===== config.mk =====
export PLATFORM = sky130hd
export DESIGN_NAME = tpms_sequencer
export DESIGN_NICKNAME = d
export VERILOG_FILES = /design/src/verilog/tpms_pkg.sv /design/src/verilog/tpms_tmr_if.sv /design/src/verilog/tpms_timer.sv /design/src/verilog/tpms_irq.sv /design/src/verilog/tpms_sequencer.sv
export VERILOG_INCLUDE_DIRS = /design/src /design/src/verilog
export SDC_FILE = /design/constraint.sdc
export NUM_CORES = 1
export LEC_CHECK = 0
export ABC_CLOCK_PERIOD_IN_PS = 2100
export BUFFER_PORTS_ARGS = -buffer_cell sky130_fd_sc_hd__buf_4
export CAP_MARGIN = 40
export CELL_PAD_IN_SITES_DETAIL_PLACEMENT = 1
export CELL_PAD_IN_SITES_GLOBAL_PLACEMENT = 2
export CORE_MARGIN = 2
export CORE_UTILIZATION = 29
export DETAILED_ROUTE_END_ITERATION = 10
export PLACE_DENSITY = 0.83
export SETUP_SLACK_MARGIN = 0.1
export SYNTH_ARGS = -nofsm -noshare
export SYNTH_HDL_FRONTEND = slang
export SYNTH_SLANG_ARGS = --single-unit

===== constraint.sdc =====
create_clock -name clk_in -period 2.1 [get_ports clk_in]
set_input_delay 0.21 -clock clk_in [delete_from_list [all_inputs] [get_ports clk_in]]
set_output_delay 0.21 -clock clk_in [all_outputs]
set_load 0.1 [all_outputs]

===== src/verilog/tpms_defines.svh =====
/*
  Register offsets, field positions, reset values and timing counts for the
  transceiver power-mode sequencer. Assumes a 40 MHz system clock.
*/
`ifndef TPMS_DEFINES_SVH
`define TPMS_DEFINES_SVH

`define TPMS_CLK_MHZ          40
// Register byte offsets.
`define TPMS_OFF_MAIN         12'h000
`define TPMS_OFF_OSC_BIAS     12'h004
`define TPMS_OFF_FRONT_BIAS   12'h008
`define TPMS_OFF_BUFFER_BIAS  12'h00C
`define TPMS_OFF_CALIBRATE    12'h010
`define TPMS_OFF_STATUS       12'h014
`define TPMS_OFF_BANDWIDTH    12'h018
`define TPMS_OFF_IRQ_STATUS   12'h01C
`define TPMS_OFF_IRQ_ENABLE   12'h020
`define TPMS_OFF_IRQ_CLEAR    12'h024
// Main control bit positions.
`define TPMS_MAIN_RESET_N     0
`define TPMS_MAIN_RX_PD       1
`define TPMS_MAIN_TX_PD       2
`define TPMS_MAIN_SYNTH_PD    3
`define TPMS_MAIN_XOSC_PD     4
`define TPMS_MAIN_SEL_TX      5
`define TPMS_MAIN_RESET       8'h1F
// Bias register resets.
`define TPMS_OSC_BIAS_RESET   8'h44
`define TPMS_FRONT_RESET      8'h00
`define TPMS_BUFFER_RESET     8'h00
// Calibrate register fields.
`define TPMS_CAL_START        7
// Status bits.
`define TPMS_ST_CAL_DONE      7
`define TPMS_ST_LOCKED        4
`define TPMS_ST_CAL_RX        1
`define TPMS_ST_CAL_TX        0
// Interrupt bit positions.
`define TPMS_IRQ_CAL          0
`define TPMS_IRQ_LOCK         1
`define TPMS_IRQ_UNLOCK       2
// Settling times in microseconds, and the same in clock cycles.
`define TPMS_CAL_TIME_US      20000
`define TPMS_TURNON_NARROW_US 3200
`define TPMS_TURNON_WIDE_US   700
`define TPMS_RELOCK_NARROW_US 900
`define TPMS_RELOCK_WIDE_US   14
`define TPMS_RELOCK_1MHZ_US   1300
`define TPMS_TURNON_NARROW_CYC (`TPMS_TURNON_NARROW_US * `TPMS_CLK_MHZ)
`define TPMS_TURNON_WIDE_CYC   (`TPMS_TURNON_WIDE_US * `TPMS_CLK_MHZ)
`define TPMS_RELOCK_NARROW_CYC (`TPMS_RELOCK_NARROW_US * `TPMS_CLK_MHZ)
`define TPMS_RELOCK_WIDE_CYC   (`TPMS_RELOCK_WIDE_US * `TPMS_CLK_MHZ)
`define TPMS_RELOCK_1MHZ_CYC   (`TPMS_RELOCK_1MHZ_US * `TPMS_CLK_MHZ)
`define TPMS_CAL_CYC           (`TPMS_CAL_TIME_US * `TPMS_CLK_MHZ)

`endif


===== src/verilog/tpms_pkg.sv =====
/*
  Types shared by the power-mode sequencer files.
  Assumes the defines header is compiled alongside.
*/
package tpms_pkg;
  typedef enum logic [2:0] {
    TPMS_OFF,
    TPMS_CAL,
    TPMS_SETTLE,
    TPMS_LOCKED,
    TPMS_IDLE
  } tpms_synth_t;
endpackage


===== src/verilog/tpms_tmr_if.sv =====
/*
  Carrier between the sequencer and its settle timer.
  Assumes a single clock domain.
*/
`timescale 1ns/1ps
interface tpms_tmr_if;
  logic        start;
  logic [23:0] load;
  logic        done;
  modport ctrl (output start, output load, input done);
  modport tmr  (input start, input load, output done);
endinterface


===== src/verilog/tpms_timer.sv =====
/*
  Down-counter giving a one-cycle done pulse after a loaded cycle count.
  Assumes synchronous active-high reset.
*/
`timescale 1ns/1ps
module tpms_timer (
  input  wire logic clk_in,
  input  wire logic sys_rst_in,
  tpms_tmr_if.tmr   tmr
);
  logic [23:0] count;
  logic        running;

  always_ff @(posedge clk_in) begin
    if (sys_rst_in) begin
      count   <= 24'h000000;
      running <= 1'b0;
    end else if (tmr.start) begin
      count   <= tmr.load;
      running <= 1'b1;
    end else if (running) begin
      count <= count - 24'h000001;
      if (count <= 24'h000001) begin
        running <= 1'b0;
      end
    end
  end

  assign tmr.done = running && (count <= 24'h000001) && !tmr.start;
endmodule


===== src/verilog/tpms_irq.sv =====
/*
  Sticky event flags with enable mask and one level interrupt.
  Assumes events are one-cycle pulses; set wins over clear.
*/
`timescale 1ns/1ps
module tpms_irq (
  input  wire logic       clk_in,
  input  wire logic       sys_rst_in,
  input  wire logic [2:0] event_in,
  input  wire logic [2:0] clear_in,
  input  wire logic [2:0] enable_in,
  output logic      [2:0] status_out,
  output logic            irq_out
);
  always_ff @(posedge clk_in) begin
    if (sys_rst_in) begin
      status_out <= 3'h0;
    end else begin
      status_out <= (status_out & ~clear_in) | event_in;
    end
  end

  assign irq_out = |(status_out & enable_in);
endmodule


===== src/verilog/tpms_sequencer.sv =====
/*
  Power-mode sequencer of a UHF transceiver: main control, bias settings,
  calibration and lock model, reached over APB with a level interrupt.
  Assumes one 40 MHz clock, synchronous reset, and an APB master.
*/
// The register addresses and register access over APB were chosen for this implementation.
`timescale 1ns/1ps
`include "tpms_defines.svh"

// Functional notes
// [RQ1] Turn-on from power down settles per bandwidth
// [RQ2] Receive/transmit switch relocks per bandwidth
// [RQ3] Settle times valid only after calibration
// [RQ4] Separate oscillator bias per frequency word; the code keeps one oscillator_bias_setting for both words
// [RQ5] Front and buffer bias registers programmable
// [RQ6] Individual power bits for four sections
// [RQ7] Host floats or raises select during powerdown
// [RQ8] Host soft-resets via active-low reset bit
// [RQ9] Configuration writes accepted in any order
// [RQ10] Host calibrates in receive and transmit
// [RQ11] Host follows recommended power-up order
// [RQ12] After calibration host runs mode setup
// [RQ13] Wake-up step then setup leaving powerdown
// [RQ14] Direct receive/transmit switch needs setup only
// [RQ15] Start bit begins calibration; done bit reports
// [RQ16] Lock flag in status and on pin
// [RQ17] Host waits for lock or settle time
module tpms_sequencer #(
  parameter logic [23:0] CAL_CYCLES = 24'(`TPMS_CAL_CYC)
) (
  input  wire logic        clk_in,
  input  wire logic        sys_rst_in,
  input  wire logic        psel_in,
  input  wire logic        penable_in,
  input  wire logic        pwrite_in,
  input  wire logic [11:0] paddr_in,
  input  wire logic [31:0] pwdata_in,
  output logic      [31:0] prdata_out,
  output logic             pready_out,
  output logic             pslverr_out,
  output logic             rx_power_out,
  output logic             tx_power_out,
  output logic             synth_power_out,
  output logic             xosc_power_out,
  output logic             lock_pin_out,
  output logic             irq_out
);
  // ==========================================================
  // Bus decode
  // ==========================================================
  wire wr_acc = psel_in && penable_in && pwrite_in;
  wire rd_acc = psel_in && penable_in && !pwrite_in;
  wire hit_main   = (paddr_in == `TPMS_OFF_MAIN);
  wire hit_osc    = (paddr_in == `TPMS_OFF_OSC_BIAS);
  wire hit_front  = (paddr_in == `TPMS_OFF_FRONT_BIAS);
  wire hit_buffer = (paddr_in == `TPMS_OFF_BUFFER_BIAS);
  wire hit_cal    = (paddr_in == `TPMS_OFF_CALIBRATE);
  wire hit_status = (paddr_in == `TPMS_OFF_STATUS);
  wire hit_bw     = (paddr_in == `TPMS_OFF_BANDWIDTH);
  wire hit_ist    = (paddr_in == `TPMS_OFF_IRQ_STATUS);
  wire hit_ien    = (paddr_in == `TPMS_OFF_IRQ_ENABLE);
  wire hit_icl    = (paddr_in == `TPMS_OFF_IRQ_CLEAR);
  wire mapped = hit_main | hit_osc | hit_front | hit_buffer | hit_cal | hit_status
              | hit_bw | hit_ist | hit_ien | hit_icl;

  // ==========================================================
  // Configuration registers
  // ==========================================================
  logic [7:0] main_ctrl;
  logic [7:0] oscillator_bias_setting;
  logic [7:0] front_bias_register;
  logic [7:0] buffer_bias_register;
  logic [1:0] bandwidth_sel;
  logic [2:0] irq_enable;
  logic [2:0] irq_status;
  wire        soft_rst = !main_ctrl[`TPMS_MAIN_RESET_N];
  wire        wr_main  = wr_acc && hit_main;
  wire        cal_go   = wr_acc && hit_cal && pwdata_in[`TPMS_CAL_START];

  // Soft reset returns every configuration register but main to default.
  always_ff @(posedge clk_in) begin
    if (sys_rst_in) begin
      main_ctrl <= `TPMS_MAIN_RESET;
    end else if (wr_main) begin
      main_ctrl <= pwdata_in[7:0]; // RQ6
    end
  end

  always_ff @(posedge clk_in) begin
    if (sys_rst_in || soft_rst) begin
      oscillator_bias_setting <= `TPMS_OSC_BIAS_RESET;
      front_bias_register     <= `TPMS_FRONT_RESET;
      buffer_bias_register    <= `TPMS_BUFFER_RESET;
      bandwidth_sel           <= 2'h0;
      irq_enable              <= 3'h0;
    end else if (wr_acc) begin
      // Any order of writes is accepted; each register stands alone.
      if (hit_osc) oscillator_bias_setting <= pwdata_in[7:0]; // RQ4 RQ9
      if (hit_front) front_bias_register <= pwdata_in[7:0]; // RQ5
      if (hit_buffer) buffer_bias_register <= pwdata_in[7:0]; // RQ5
      if (hit_bw) bandwidth_sel <= pwdata_in[1:0];
      if (hit_ien) irq_enable <= pwdata_in[2:0];
    end
  end

  assign rx_power_out    = !main_ctrl[`TPMS_MAIN_RX_PD]; // RQ6
  assign tx_power_out    = !main_ctrl[`TPMS_MAIN_TX_PD]; // RQ6
  assign synth_power_out = !main_ctrl[`TPMS_MAIN_SYNTH_PD]; // RQ6
  assign xosc_power_out  = !main_ctrl[`TPMS_MAIN_XOSC_PD]; // RQ6
  wire   sel_tx          = main_ctrl[`TPMS_MAIN_SEL_TX];

  // ==========================================================
  // Synthesizer model
  // ==========================================================
  tpms_tmr_if tif ();
  tpms_timer u_timer (
    .clk_in     (clk_in),
    .sys_rst_in (sys_rst_in),
    .tmr        (tif.tmr)
  );

  tpms_pkg::tpms_synth_t state;
  tpms_pkg::tpms_synth_t next_state;
  logic       cal_rx;
  logic       cal_tx;
  logic       cal_done;
  logic       cal_for_tx;
  logic       prev_tx;
  wire        synth_on  = synth_power_out && xosc_power_out;
  wire        switched  = synth_on && (sel_tx != prev_tx);
  wire        word_cal  = sel_tx ? cal_tx : cal_rx;

  // Settle counts per bandwidth: 0 narrowest, 3 widest.
  logic [23:0] turnon_cyc;
  logic [23:0] relock_cyc;
  always_comb begin
    case (bandwidth_sel)
      2'h0: begin
        turnon_cyc = 24'(`TPMS_TURNON_NARROW_CYC); // RQ1
        relock_cyc = 24'(`TPMS_RELOCK_NARROW_CYC); // RQ2
      end
      2'h1: begin
        turnon_cyc = 24'(`TPMS_TURNON_NARROW_CYC);
        relock_cyc = 24'(`TPMS_RELOCK_1MHZ_CYC); // RQ2
      end
      2'h2: begin
        turnon_cyc = 24'(`TPMS_TURNON_WIDE_CYC);
        relock_cyc = 24'(`TPMS_RELOCK_WIDE_CYC);
      end
      default: begin
        turnon_cyc = 24'(`TPMS_TURNON_WIDE_CYC); // RQ1
        relock_cyc = 24'(`TPMS_RELOCK_WIDE_CYC); // RQ2
      end
    endcase
  end

  logic        next_start;
  logic [23:0] next_load;
  always_comb begin
    next_state = state;
    next_start = 1'b0;
    next_load  = turnon_cyc;
    case (state)
      tpms_pkg::TPMS_OFF: begin
        if (synth_on && cal_go) begin
          next_state = tpms_pkg::TPMS_CAL; // RQ15
          next_start = 1'b1;
          next_load  = CAL_CYCLES;
        end else if (synth_on && word_cal) begin
          next_state = tpms_pkg::TPMS_SETTLE; // RQ1
          next_start = 1'b1;
        end else if (synth_on) begin
          next_state = tpms_pkg::TPMS_IDLE;
        end
      end
      tpms_pkg::TPMS_CAL: begin
        if (!synth_on) begin
          next_state = tpms_pkg::TPMS_OFF;
        end else if (tif.done) begin
          next_state = tpms_pkg::TPMS_LOCKED;
        end
      end
      tpms_pkg::TPMS_SETTLE, tpms_pkg::TPMS_LOCKED, tpms_pkg::TPMS_IDLE: begin
        if (!synth_on) begin
          next_state = tpms_pkg::TPMS_OFF;
        end else if (cal_go) begin
          next_state = tpms_pkg::TPMS_CAL;
          next_start = 1'b1;
          next_load  = CAL_CYCLES;
        end else if (switched) begin
          // Uncalibrated words never lock, so no settle time applies.
          next_state = word_cal ? tpms_pkg::TPMS_SETTLE : tpms_pkg::TPMS_IDLE; // RQ3
          next_start = word_cal;
          next_load  = relock_cyc; // RQ2
        end else if (state == tpms_pkg::TPMS_SETTLE && tif.done) begin
          next_state = tpms_pkg::TPMS_LOCKED; // RQ3
        end
      end
      default: next_state = tpms_pkg::TPMS_OFF;
    endcase
  end

  assign tif.start = next_start;
  assign tif.load  = next_load;

  wire cal_finish = (state == tpms_pkg::TPMS_CAL) && tif.done;
  wire locked     = (state == tpms_pkg::TPMS_LOCKED);

  always_ff @(posedge clk_in) begin
    if (sys_rst_in || soft_rst) begin
      state      <= tpms_pkg::TPMS_OFF;
      cal_rx     <= 1'b0;
      cal_tx     <= 1'b0;
      cal_done   <= 1'b0;
      cal_for_tx <= 1'b0;
      prev_tx    <= 1'b0;
    end else begin
      state   <= next_state;
      prev_tx <= sel_tx;
      if (next_start && next_load == CAL_CYCLES && cal_go) begin
        cal_done   <= 1'b0;
        cal_for_tx <= sel_tx;
      end else if (cal_finish) begin
        cal_done <= 1'b1; // RQ15
        if (cal_for_tx) begin
          cal_tx <= 1'b1; // RQ4
        end else begin
          cal_rx <= 1'b1;
        end
      end
    end
  end

  // ==========================================================
  // Lock pin and interrupts
  // ==========================================================
  logic locked_q;
  always_ff @(posedge clk_in) begin
    if (sys_rst_in) begin
      locked_q <= 1'b0;
    end else begin
      locked_q <= locked;
    end
  end
  assign lock_pin_out = locked; // RQ16

  wire [2:0] irq_events = {locked_q && !locked, locked && !locked_q, cal_finish};
  wire [2:0] irq_clear  = (wr_acc && hit_icl) ? pwdata_in[2:0] : 3'h0;
  tpms_irq u_irq (
    .clk_in     (clk_in),
    .sys_rst_in (sys_rst_in),
    .event_in   (irq_events),
    .clear_in   (irq_clear),
    .enable_in  (irq_enable),
    .status_out (irq_status),
    .irq_out    (irq_out)
  );

  // ==========================================================
  // Read path
  // ==========================================================
  wire [7:0] status_word = {cal_done, 2'h0, locked, 2'h0, cal_rx, cal_tx}; // RQ16
  wire [31:0] rd_mux =
      hit_main   ? {24'h000000, main_ctrl} :
      hit_osc    ? {24'h000000, oscillator_bias_setting} :
      hit_front  ? {24'h000000, front_bias_register} :
      hit_buffer ? {24'h000000, buffer_bias_register} :
      hit_status ? {24'h000000, status_word} :
      hit_bw     ? {30'h0, bandwidth_sel} :
      hit_ist    ? {29'h0, irq_status} :
      hit_ien    ? {29'h0, irq_enable} :
      32'h00000000;

  always_ff @(posedge clk_in) begin
    if (sys_rst_in) begin
      prdata_out <= 32'h00000000;
    end else if (psel_in && !penable_in && !pwrite_in) begin
      prdata_out <= rd_mux;
    end
  end

  // Read data is latched in setup, so the access phase completes at once.
  assign pready_out  = 1'b1;
  assign pslverr_out = psel_in && penable_in && !mapped;
endmodule


==> results of run 1 <==
placed cells by master, fill, tap and decap left out, types with 7 or more instances in the layout:
| cell | count |
|---|---|
| a211oi_1 | 7 |
| a21oi_1 | 32 |
| a22oi_1 | 13 |
| buf_4 | 114 |
| clkbuf_16 | 9 |
| conb_1 | 25 |
| dfxtp_1 | 78 |
| inv_1 | 13 |
| mux2i_1 | 24 |
| nand2_1 | 58 |
| nand3_1 | 8 |
| nor2_1 | 74 |
| nor3_1 | 15 |
| o21ai_0 | 12 |
| xnor2_1 | 12 |
| xor2_1 | 11 |
cell usage after synthesis (3+ instances only):
master	count	area share
a21oi_1	35	0.039
inv_1	14	0.012
nand2b_1	6	0.0083
o31ai_1	6	0.010
or3_1	11	0.015
clkbuf_1	19	0.016
o22ai_1	4	0.0056
a22oi_1	13	0.022
buf_2	10	0.011
o21ai_0	15	0.017
ha_1	7	0.019
nand2_1	59	0.049
a211oi_1	9	0.015
buf_4	27	0.045
xnor2_1	14	0.027
a211o_1	6	0.012
nor2b_1	4	0.0056
or4_1	4	0.0067
nor4_1	7	0.0097
dfxtp_1	82	0.36
xor2_1	11	0.021
a311oi_1	4	0.0078
and3_1	3	0.0042
nor3_1	23	0.026
nor2_1	77	0.064
mux2i_1	24	0.053
nand3_1	8	0.0089
a31oi_1	5	0.0069
how the worst min path moves through the flow:
stage	startpoint	to	slack (ns)	depth (start not counted)
floorplan	pwdata_in[1]	main_ctrl[1]	0.33	1
global route	pwdata_in[6]	oscillator_bias_setting[6]	0.10	3
finish	pwdata_in[3]	main_ctrl[3]	0.11	2
CTS	pwdata_in[6]	oscillator_bias_setting[6]	0.09	3
detailed placement	front_bias_register[0]	front_bias_register[0]	0.45	2
global placement	front_bias_register[3]	front_bias_register[3]	0.44	2
final cells by class:
class | instances | area (um^2)
fillers | 1810 | 9174
multi-input cells | 424 | 2865
flip-flops and latches | 82 | 1647
repair buffers | 119 | 920.9
well taps | 188 | 235.2
clock buffers | 9 | 225.2
clock inverters | 7 | 78.83
inverters | 14 | 56.30
power groups by stage:
stage	Sequential, mW	Combinational [mW]	Clock [mW]
after CTS	1.56	0.408	1.69
final	1.56	0.409	1.64
after global routing	1.56	0.428	1.77
after detailed placement	1.60	0.408	0
after global placement	1.60	0.405	0
after floorplan	1.63	0.307	0
registers in the layout, summed over array words and instances, names as in the netlist:
name / cells
prdata_out: 8
buffer_bias_register: 8
cal_done: 1
front_bias_register: 8
cal_rx: 1
cal_tx: 1
locked_q: 1
irq_enable: 3
state: 3
u_timer.running: 1
u_timer.count: 24
bandwidth_sel: 2
u_irq.status_out: 3
cal_for_tx: 1
main_ctrl: 8
oscillator_bias_setting: 8
prev_tx: 1
stage by stage:
step	total power, mW	hold WS [ns]	TNS [ns]	cell area, um^2
5_1_grt	3.757	0.1046	-1.985	6028
4_1_cts	3.659	0.09331	-0.3947	5894
2_1_floorplan	1.936	0.3278	0	4751
6_report	3.611	0.1065	-0.4892	6028
3_5_place_dp	2.005	0.4537	-5.949	5477
3_3_place_gp	2.002	0.4402	-5.261	5477
timing repair:
action | 4_1_cts | 5_1_grt
pin swaps | 8 | 13
buffers inserted | 2 | 2
gates resized for setup | 21 | 23
endpoints found under the setup margin | 29 | 28
cells by family (layout without fill, tap and decap cells):
logic type      after synthesis  in the layout  synth area share
compound gates              121            121            0.1883
fa+ha+maj                     7              7           0.01944
xor+xnor                     25             25           0.04860
other cells                   2             25          0.001667
mux                          24             24           0.05332
flops                        82             82            0.3643
buf+inv                      72            149           0.08692
simple gates                222            222            0.2374
metal layers:
layer  global-route usage  routed length [um]  part of all wire  vias to the layer above
li1                     -                   -                 -                     2102
met5                    0                   0                 0                        -
met1               0.2096                6149              0.43                     2114
met2               0.3262                7529              0.52                       73
met3              0.04657                 560             0.039                       12
met4              0.03325                 149             0.010                        0
worst register-to-register path: cells and delay by family (launching register included):
| kind | cells | cell delay [ns] |
|---|---|---|
| AOI/OAI and AO/OA | 1 | 0.20 |
| DFF | 1 | 0.32 |
| and+or+nand+nor | 4 | 1.23 |
| xor gates and xnor gates | 1 | 0.24 |
| buffers and inverters | 1 | 0.17 |
==> impl_metrics.tcl, run 1 <==
set metrics [dict create \
    drt_iter0_drc 103 \
    combPwrFrac 0.113 \
    period_minus_slack_ns 2.248 \
    dp_hpwl_um 10940 \
    timing.final.setup_violations 9 \
    routed-via-count 4301 \
    slew-limit-headroom 0.5321 \
    power_frac_seq 0.432 \
    port_buffers 39 \
    drt_first_pass_iters 4 \
    cts-root-buf "clkbuf_16" \
    post_route_cells_drive_above_1_share 0.2992 \
    post-route-drc-count 0 \
    critical_path.startpoint "u_timer.count[10]" \
    hold_class "in2reg" \
    synth_cells 555 \
    antenna_cells 0 \
    clkTransAtPathRegs_ns 0.07 \
    row_count 45 \
    cellLeakagePower_nw 2.357 \
    syn-cell-area_mm2 0.004506 \
    outcome "finished, violations left" \
    timing.reg2reg.worst_path_depth 7 \
    timing.critical_path.from_type "flip-flop" \
    crit_required_ns 2.37 \
    tritoncts.num_buffers 9 \
    postLayoutSetupSlackWorst_ns -0.1477 \
    criticalPathCategory "reg2reg" \
    worst_clock_skew_ns 0.01140 \
    rsz0062_at_grt "true" \
    global_route_usage_over_all_layers 0.1777 \
    path_max_fanout 6 \
    synth_enable_flop_cells 0 \
    initial_antenna_violation_count 0 \
    worst_path_cell_chain "or4_4 > or4_1 > buf_6 > nor3_4 > xor2_1 > nor2_1 > a211oi_2" \
    drt-wirelength-per-cell_um 17.07 \
    tritoncts "done" \
    reg2reg_to "u_timer.count[16]" \
    switchingPower_mw 1.125 \
    final_min_period_over_clock_period 1.070 \
    worst_path_buffer_plus_inverter_count 1 \
    cellPowerDensity_mw_per_mm2 599.0 \
    vdd.ir_drop.worst_v 0.0003799 \
    ys_async_sr_fraction 0 \
    cts_hold_repair.buffers 0 \
    finalWeightedCongestion 0.8769 \
    timing.final.hold_violations 0 \
    crit_path_top_delay_cell "or4_4" \
    io_pins 89 \
    cts.sink_count 82 \
    initial_core_util 0.2964 \
    p_clk_frac 0.454 \
    ys_seq_elements 82 \
    syn_area_per_cell_um2 8.118 \
    ctsHtreeMaxLevel 3 \
    grt_first_pass_wirelength_um 23010 \
    placeableCoreArea_mm2 0.01520 \
    grt_pass1_vias 4484 \
    grt_max_degree 19 \
    path_depth 7 \
    dp_cells 823 \
    route.antenna.remaining_nets 0 \
    worst-endpoint-arrival_ns 2.52 \
    max_stage_delay_ns 0.56 \
    ff_to_ff_start "u_timer.count[10]" \
    failed_checks "negative setup slack" \
    totalWireLength_um 14390 \
    post_synthesis_sequential_area_ratio 0.3643 \
    ys.flop_type "dfxtp_1" \
    die_span_y_um 128.6 \
    non_filler_instance_count_after_layout 843 \
    dieArea_mm2 0.01655 \
    cts-root-to-sink-buffers 2 \
    clk_latency_ns 0.36 \
    slew_viol_final 0 \
    grt_overflow_total 0 \
    sw_frac_of_total 0.3116 \
    fmaxAchievable_mhz 444.9 \
    dp_slack_ns -0.3870 \
    timing.critical_path.max_delay_family "simple AND/OR/NAND/NOR gates" \
    cap_violations 0 \
    distinct_cell_type_count_of_the_synthesized_netlist 66 \
    die_width_um 128.6 \
    fin_nets 706 \
    postLayoutCoreUtil 0.3965 \
    vias_per_cell 5.102 \
    cellInternalPower_mw 2.486 \
    r2r_setup_slack_ns -0.15 \
    worstSetupEndpoint "u_timer.count[16]" \
    layout-area-overhead-vs-synth_pct 33.80 \
    tightestPinTransition_ns 0.6992 \
    endpoint_kind "flip-flop" \
    synth.yosys.warnings 0 \
]
Note: power is estimated with default switching activity, not from simulation.
==> inputs of run 2 (changes only) <==
- ABC_CLOCK_PERIOD_IN_PS: 2100 -> 2700
- CORE_MARGIN: 2 -> not set
- CORE_UTILIZATION: 29 -> 35
- PLACE_DENSITY: 0.83 -> 0.93
- clock period: 2.1 -> 2.7 ns (I/O delays scaled with it)
==> impl_metrics.tcl, run 2 (synthesis gave the netlist of run 1 again) <==
set metrics [dict create \
    port_buffers 39 \
    route.antenna.remaining_nets 0 \
    drt_first_pass_iters 4 \
    final_cell_mix "82 x dfxtp_1, 77 x nor2_1, 60 x buf_4, 59 x nand2_1, 35 x a21oi_1" \
    cellPowerDensity_mw_per_mm2 530.3 \
    postCtsSetupRepairBufs 0 \
    worst-endpoint-arrival_ns 2.59 \
    drt_iter0_drc 158 \
    timing.final.hold_violations 0 \
    period_minus_slack_ns 2.369 \
    final_min_period_over_clock_period 0.8775 \
    totalWireLength_um 13160 \
    rsz0062_at_grt "false" \
    initial_core_util 0.3585 \
    vdd.ir_drop.worst_v 0.0003985 \
    grt_max_degree 39 \
    drt-wirelength-per-cell_um 17.11 \
    timing.reg2reg.worst_path_depth 6 \
    outcome "finished clean" \
    path_max_fanout 8 \
    hold_path_depth 2 \
    hold_class "in2reg" \
    post-route-drc-count 0 \
    placeableCoreArea_mm2 0.01257 \
    clkTransAtPathRegs_ns 0.06 \
    tritoncts "done" \
    post_route_cells_drive_above_1_share 0.1575 \
    criticalPathCategory "reg2reg" \
    dp_hpwl_um 9556 \
    io_pins 89 \
    timing.critical_path.from_type "flip-flop" \
    grt_pass1_vias 4319 \
    commonest_non_fill_non_tap_cell_in_the_layout "dfxtp_1" \
    cellLeakagePower_nw 2.018 \
    row_count 41 \
    die_width_um 115.5 \
    cts-root-buf "clkbuf_16" \
    global_route_usage_over_all_layers 0.2079 \
    slew_viol_final 0 \
    dp_slack_ns 0.1232 \
    timing.final.setup_violations 0 \
    ctsResizeCount 0 \
    cts_hold_repair.buffers 0 \
    slew-limit-headroom 0.5343 \
    setup_total_negative_slack_ns 0 \
    endpoint_kind "flip-flop" \
    fin_nets 648 \
    initial_antenna_violation_count 0 \
    layout-area-overhead-vs-synth_pct 16.52 \
    max_flop_register "u_timer.count" \
    fmaxAchievable_mhz 422.1 \
    clk_latency_ns 0.35 \
    postLayoutSetupSlackWorst_ns 0.3306 \
    dieArea_mm2 0.01333 \
    worst_clock_skew_ns 0.009088 \
    cap_violations 0 \
    crit_required_ns 2.92 \
    antenna_cells 0 \
    routed-via-count 4114 \
    largest_reg_flops 24 \
    grt_overflow_total 0 \
    tritoncts.num_buffers 9 \
    fillerInstances 1523 \
    vias_per_cell 5.350 \
    ctsHtreeMaxLevel 3 \
    cts-root-to-sink-buffers 2 \
    grt_first_pass_wirelength_um 21190 \
    die_span_y_um 115.5 \
    cts.sink_count 82 \
    tightestPinTransition_ns 0.6971 \
    finalWeightedCongestion 0.8069 \
]
## run 2: final cells by class
type / instances / area (um^2) / area share
Multi-Input combinational cell: 424 / 2566 / 0.4888
Sequential cell: 82 / 1642 / 0.3127
Timing Repair Buffer: 61 / 470.5 / 0.08961
Clock buffer: 10 / 229.0 / 0.04361
Tap cell: 172 / 215.2 / 0.04099
Clock inverter: 6 / 75.07 / 0.01430
Inverter: 14 / 52.55 / 0.01001
## run 2: per-layer routing
layer,routed length (um),vias up,track usage
met5,0,-,0
met4,363,0,0.08225
met3,493,23,0.04969
met2,6693,94,0.3788
met1,5605,2008,0.2324
li1,-,1989,-
## run 2: final timing paths
path / startpoint / endpoint / slack, ns
setup / recovery: u_timer.running / u_timer.count[21] / 0.33
hold reg to reg: front_bias_register[5] / front_bias_register[5] / 0.46
hold / removal: pwdata_in[3] / main_ctrl[3] / 0.17
setup reg to reg: u_timer.running / u_timer.count[21] / 0.33
## run 2: power by group
part / internal, mW / total (mW) / switching (mW)
Sequential: 1.21 / 1.21 / 0.00200
Combinational: 0.0475 / 0.304 / 0.256
Clock: 0.730 / 1.27 / 0.536
## run 2: worst max-delay path, stage by stage (launching register included)
cell     delay (ns)
dfxtp_1        0.46
or4b_4         0.53
or4_1          0.60
nor3_1         0.34
nand2_1        0.12
xor2_1         0.14
nor2_1         0.05
## run 2: per-stage QoR
step / hold WS (ns) / std cells / power (mW) / cell area (um^2) / util
finish: 0.1715 / 769 / 2.784 / 5250 / 0.4177
global route: 0.1655 / 769 / 2.877 / 5250 / 0.4177
detailed placement: 0.4464 / 753 / 1.545 / 4938 / 0.3929
CTS: 0.1582 / 769 / 2.819 / 5243 / 0.4171
floorplan: 0.3878 / 578 / 1.504 / 4592 / -
global placement: 0.4402 / 753 / 1.542 / 4938 / 0.3929
==> inputs of run 3 (changes only) <==
- CORE_UTILIZATION: 35 -> 36
- CTS_BUF_LIST: not set -> sky130_fd_sc_hd__clkbuf_4 sky130_fd_sc_hd__clkbuf_8
- PLACE_DENSITY: 0.93 -> 0.95
==> impl_metrics.tcl, run 3 (synthesis gave the netlist of run 1 again) <==
set metrics [dict create \
    sum_of_internal_switching_and_leakage_power_mw 2.530 \
    placeableCoreArea_mm2 0.01211 \
    max_flop_register "u_timer.count" \
    worst_case_hold_slack_ns 0.1278 \
    totalWireLength_um 12780 \
    hold_class "in2reg" \
    fmaxAchievable_mhz 421.3 \
    drt-wirelength-per-cell_um 16.74 \
    max_stage_delay_ns 0.57 \
    post-route-drc-count 0 \
    cts_hold_repair.buffers 0 \
    cts.sink_count 82 \
    clkTransAtPathRegs_ns 0.09 \
    cap_violations 0 \
    drt_first_pass_iters 4 \
    postLayoutSetupSlackWorst_ns 0.3261 \
    finalWeightedCongestion 0.8214 \
    timing.final.hold_violations 0 \
    dp_slack_ns 0.06335 \
    tightestPinTransition_ns 0.6640 \
    grt_first_pass_wirelength_um 21100 \
    rsz0062_at_grt "false" \
    cts-root-buf "clkbuf_8" \
    timing.critical_path.max_delay_family "simple AND/OR/NAND/NOR gates" \
    setup_total_negative_slack_ns 0 \
    dp_hpwl_um 9617 \
    path_max_fanout 5 \
    routed-via-count 4090 \
    period_minus_slack_ns 2.374 \
    ctsResizeCount 0 \
    port_buffers 39 \
    combPwrFrac 0.119 \
    vias_per_cell 5.360 \
    cellLeakagePower_nw 1.972 \
    grt_overflow_total 0 \
    criticalPathCategory "reg2reg" \
    cellInternalPower_mw 1.792 \
    antenna_cells 0 \
    slew-limit-headroom 0.5558 \
    tritoncts.num_buffers 9 \
    initial_antenna_violation_count 0 \
    vdd.ir_drop.worst_v 0.0004151 \
    switchingPower_mw 0.7386 \
    post_route_cells_drive_above_1_share 0.1563 \
    worst_clock_skew_ns 0.01264 \
    power_frac_seq 0.479 \
    timing.final.setup_violations 0 \
    sw_frac_of_total 0.2919 \
    ctsHtreeMaxLevel 3 \
    postCtsSetupRepairBufs 0 \
    worst_path_buffer_plus_inverter_count 0 \
    dieArea_mm2 0.01297 \
    final_cell_mix "82 x dfxtp_1, 77 x nor2_1, 59 x nand2_1, 59 x buf_4, 35 x a21oi_1" \
    timing.critical_path.from_type "flip-flop" \
    grt_pass1_vias 4237 \
    postLayoutCoreUtil 0.4238 \
    commonest_non_fill_non_tap_cell_in_the_layout "dfxtp_1" \
    tritoncts "done" \
    fin_nets 646 \
    grt_max_degree 39 \
    global_route_usage_over_all_layers 0.2072 \
    register_cell_area_after_layout_mm2 0.001642 \
    cellPowerDensity_mw_per_mm2 493.0 \
    worst-endpoint-arrival_ns 2.69 \
    area_used_by_multi_input_combinational_logic_mm2 0.002564 \
    layout-area-overhead-vs-synth_pct 13.91 \
    p_clk_frac 0.401 \
    largest_reg_flops 24 \
    crit_path_top_delay_cell "or4_4" \
    slew_viol_final 0 \
    fillerInstances 1495 \
    clk_latency_ns 0.38 \
    io_pins 89 \
    drt_iter0_drc 183 \
    die_width_um 113.9 \
    die_span_y_um 113.9 \
    cts-root-to-sink-buffers 2 \
    row_count 40 \
    initial_core_util 0.3720 \
    worst_path_cell_chain "or4_4 > nor4_1 > nand4_1 > o41ai_4 > mux2i_1" \
    route.antenna.remaining_nets 0 \
    outcome "finished clean" \
    crit_required_ns 3.01 \
    endpoint_kind "flip-flop" \
    final_min_period_over_clock_period 0.8792 \
]
[run 3: layout make-up]
type / count / area share
sequential: 82 / 0.3198
multi-input combinational: 424 / 0.4995
timing repair buffer: 59 / 0.08630
clock inverter: 6 / 0.01755
clock buffer: 10 / 0.02560
inverter: 14 / 0.01024
tap: 168 / 0.04096
[run 3: worst paths after layout]
path	start	to	slack (ns)	depth (start not counted)
worst max register to register	u_timer.count[8]	state[2]	0.33	5
worst max-delay path	u_timer.count[8]	state[2]	0.33	5
worst min register to register	prdata_out[1]	prdata_out[1]	0.46	2
worst min-delay path	pwdata_in[3]	main_ctrl[3]	0.13	2
[run 3: through the flow]
stage                     cells  cell area [um^2]
final                       763              5132
after global routing        763              5132
after CTS                   763              5132
after detailed placement    747              4911
after global placement      747              4911
after floorplan             578              4592
[run 3: worst register-to-register path, stage by stage (launching register included)]
cell,delay (ns)
dfxtp_1,0.35
or4_4,0.57
nor4_1,0.37
nand4_1,0.37
o41ai_4,0.41
mux2i_1,0.24
[run 3: power by group through the flow]
stage	registers, mW	logic [mW]	clock network (mW)
after floorplan	1.27	0.237	0
after global placement	1.24	0.298	0
after detailed placement	1.24	0.300	0
after CTS	1.21	0.301	1.04
after global routing	1.21	0.315	1.09
final	1.21	0.302	1.02
[run 3: per-layer routing]
metal  vias up  share of wire  global-route usage
li1       1972              -                   -
met1      2010           0.43              0.2408
met4         0          0.020             0.06234
met3        22          0.035             0.04782
met2        86           0.51              0.3772
met5         -              0                   0
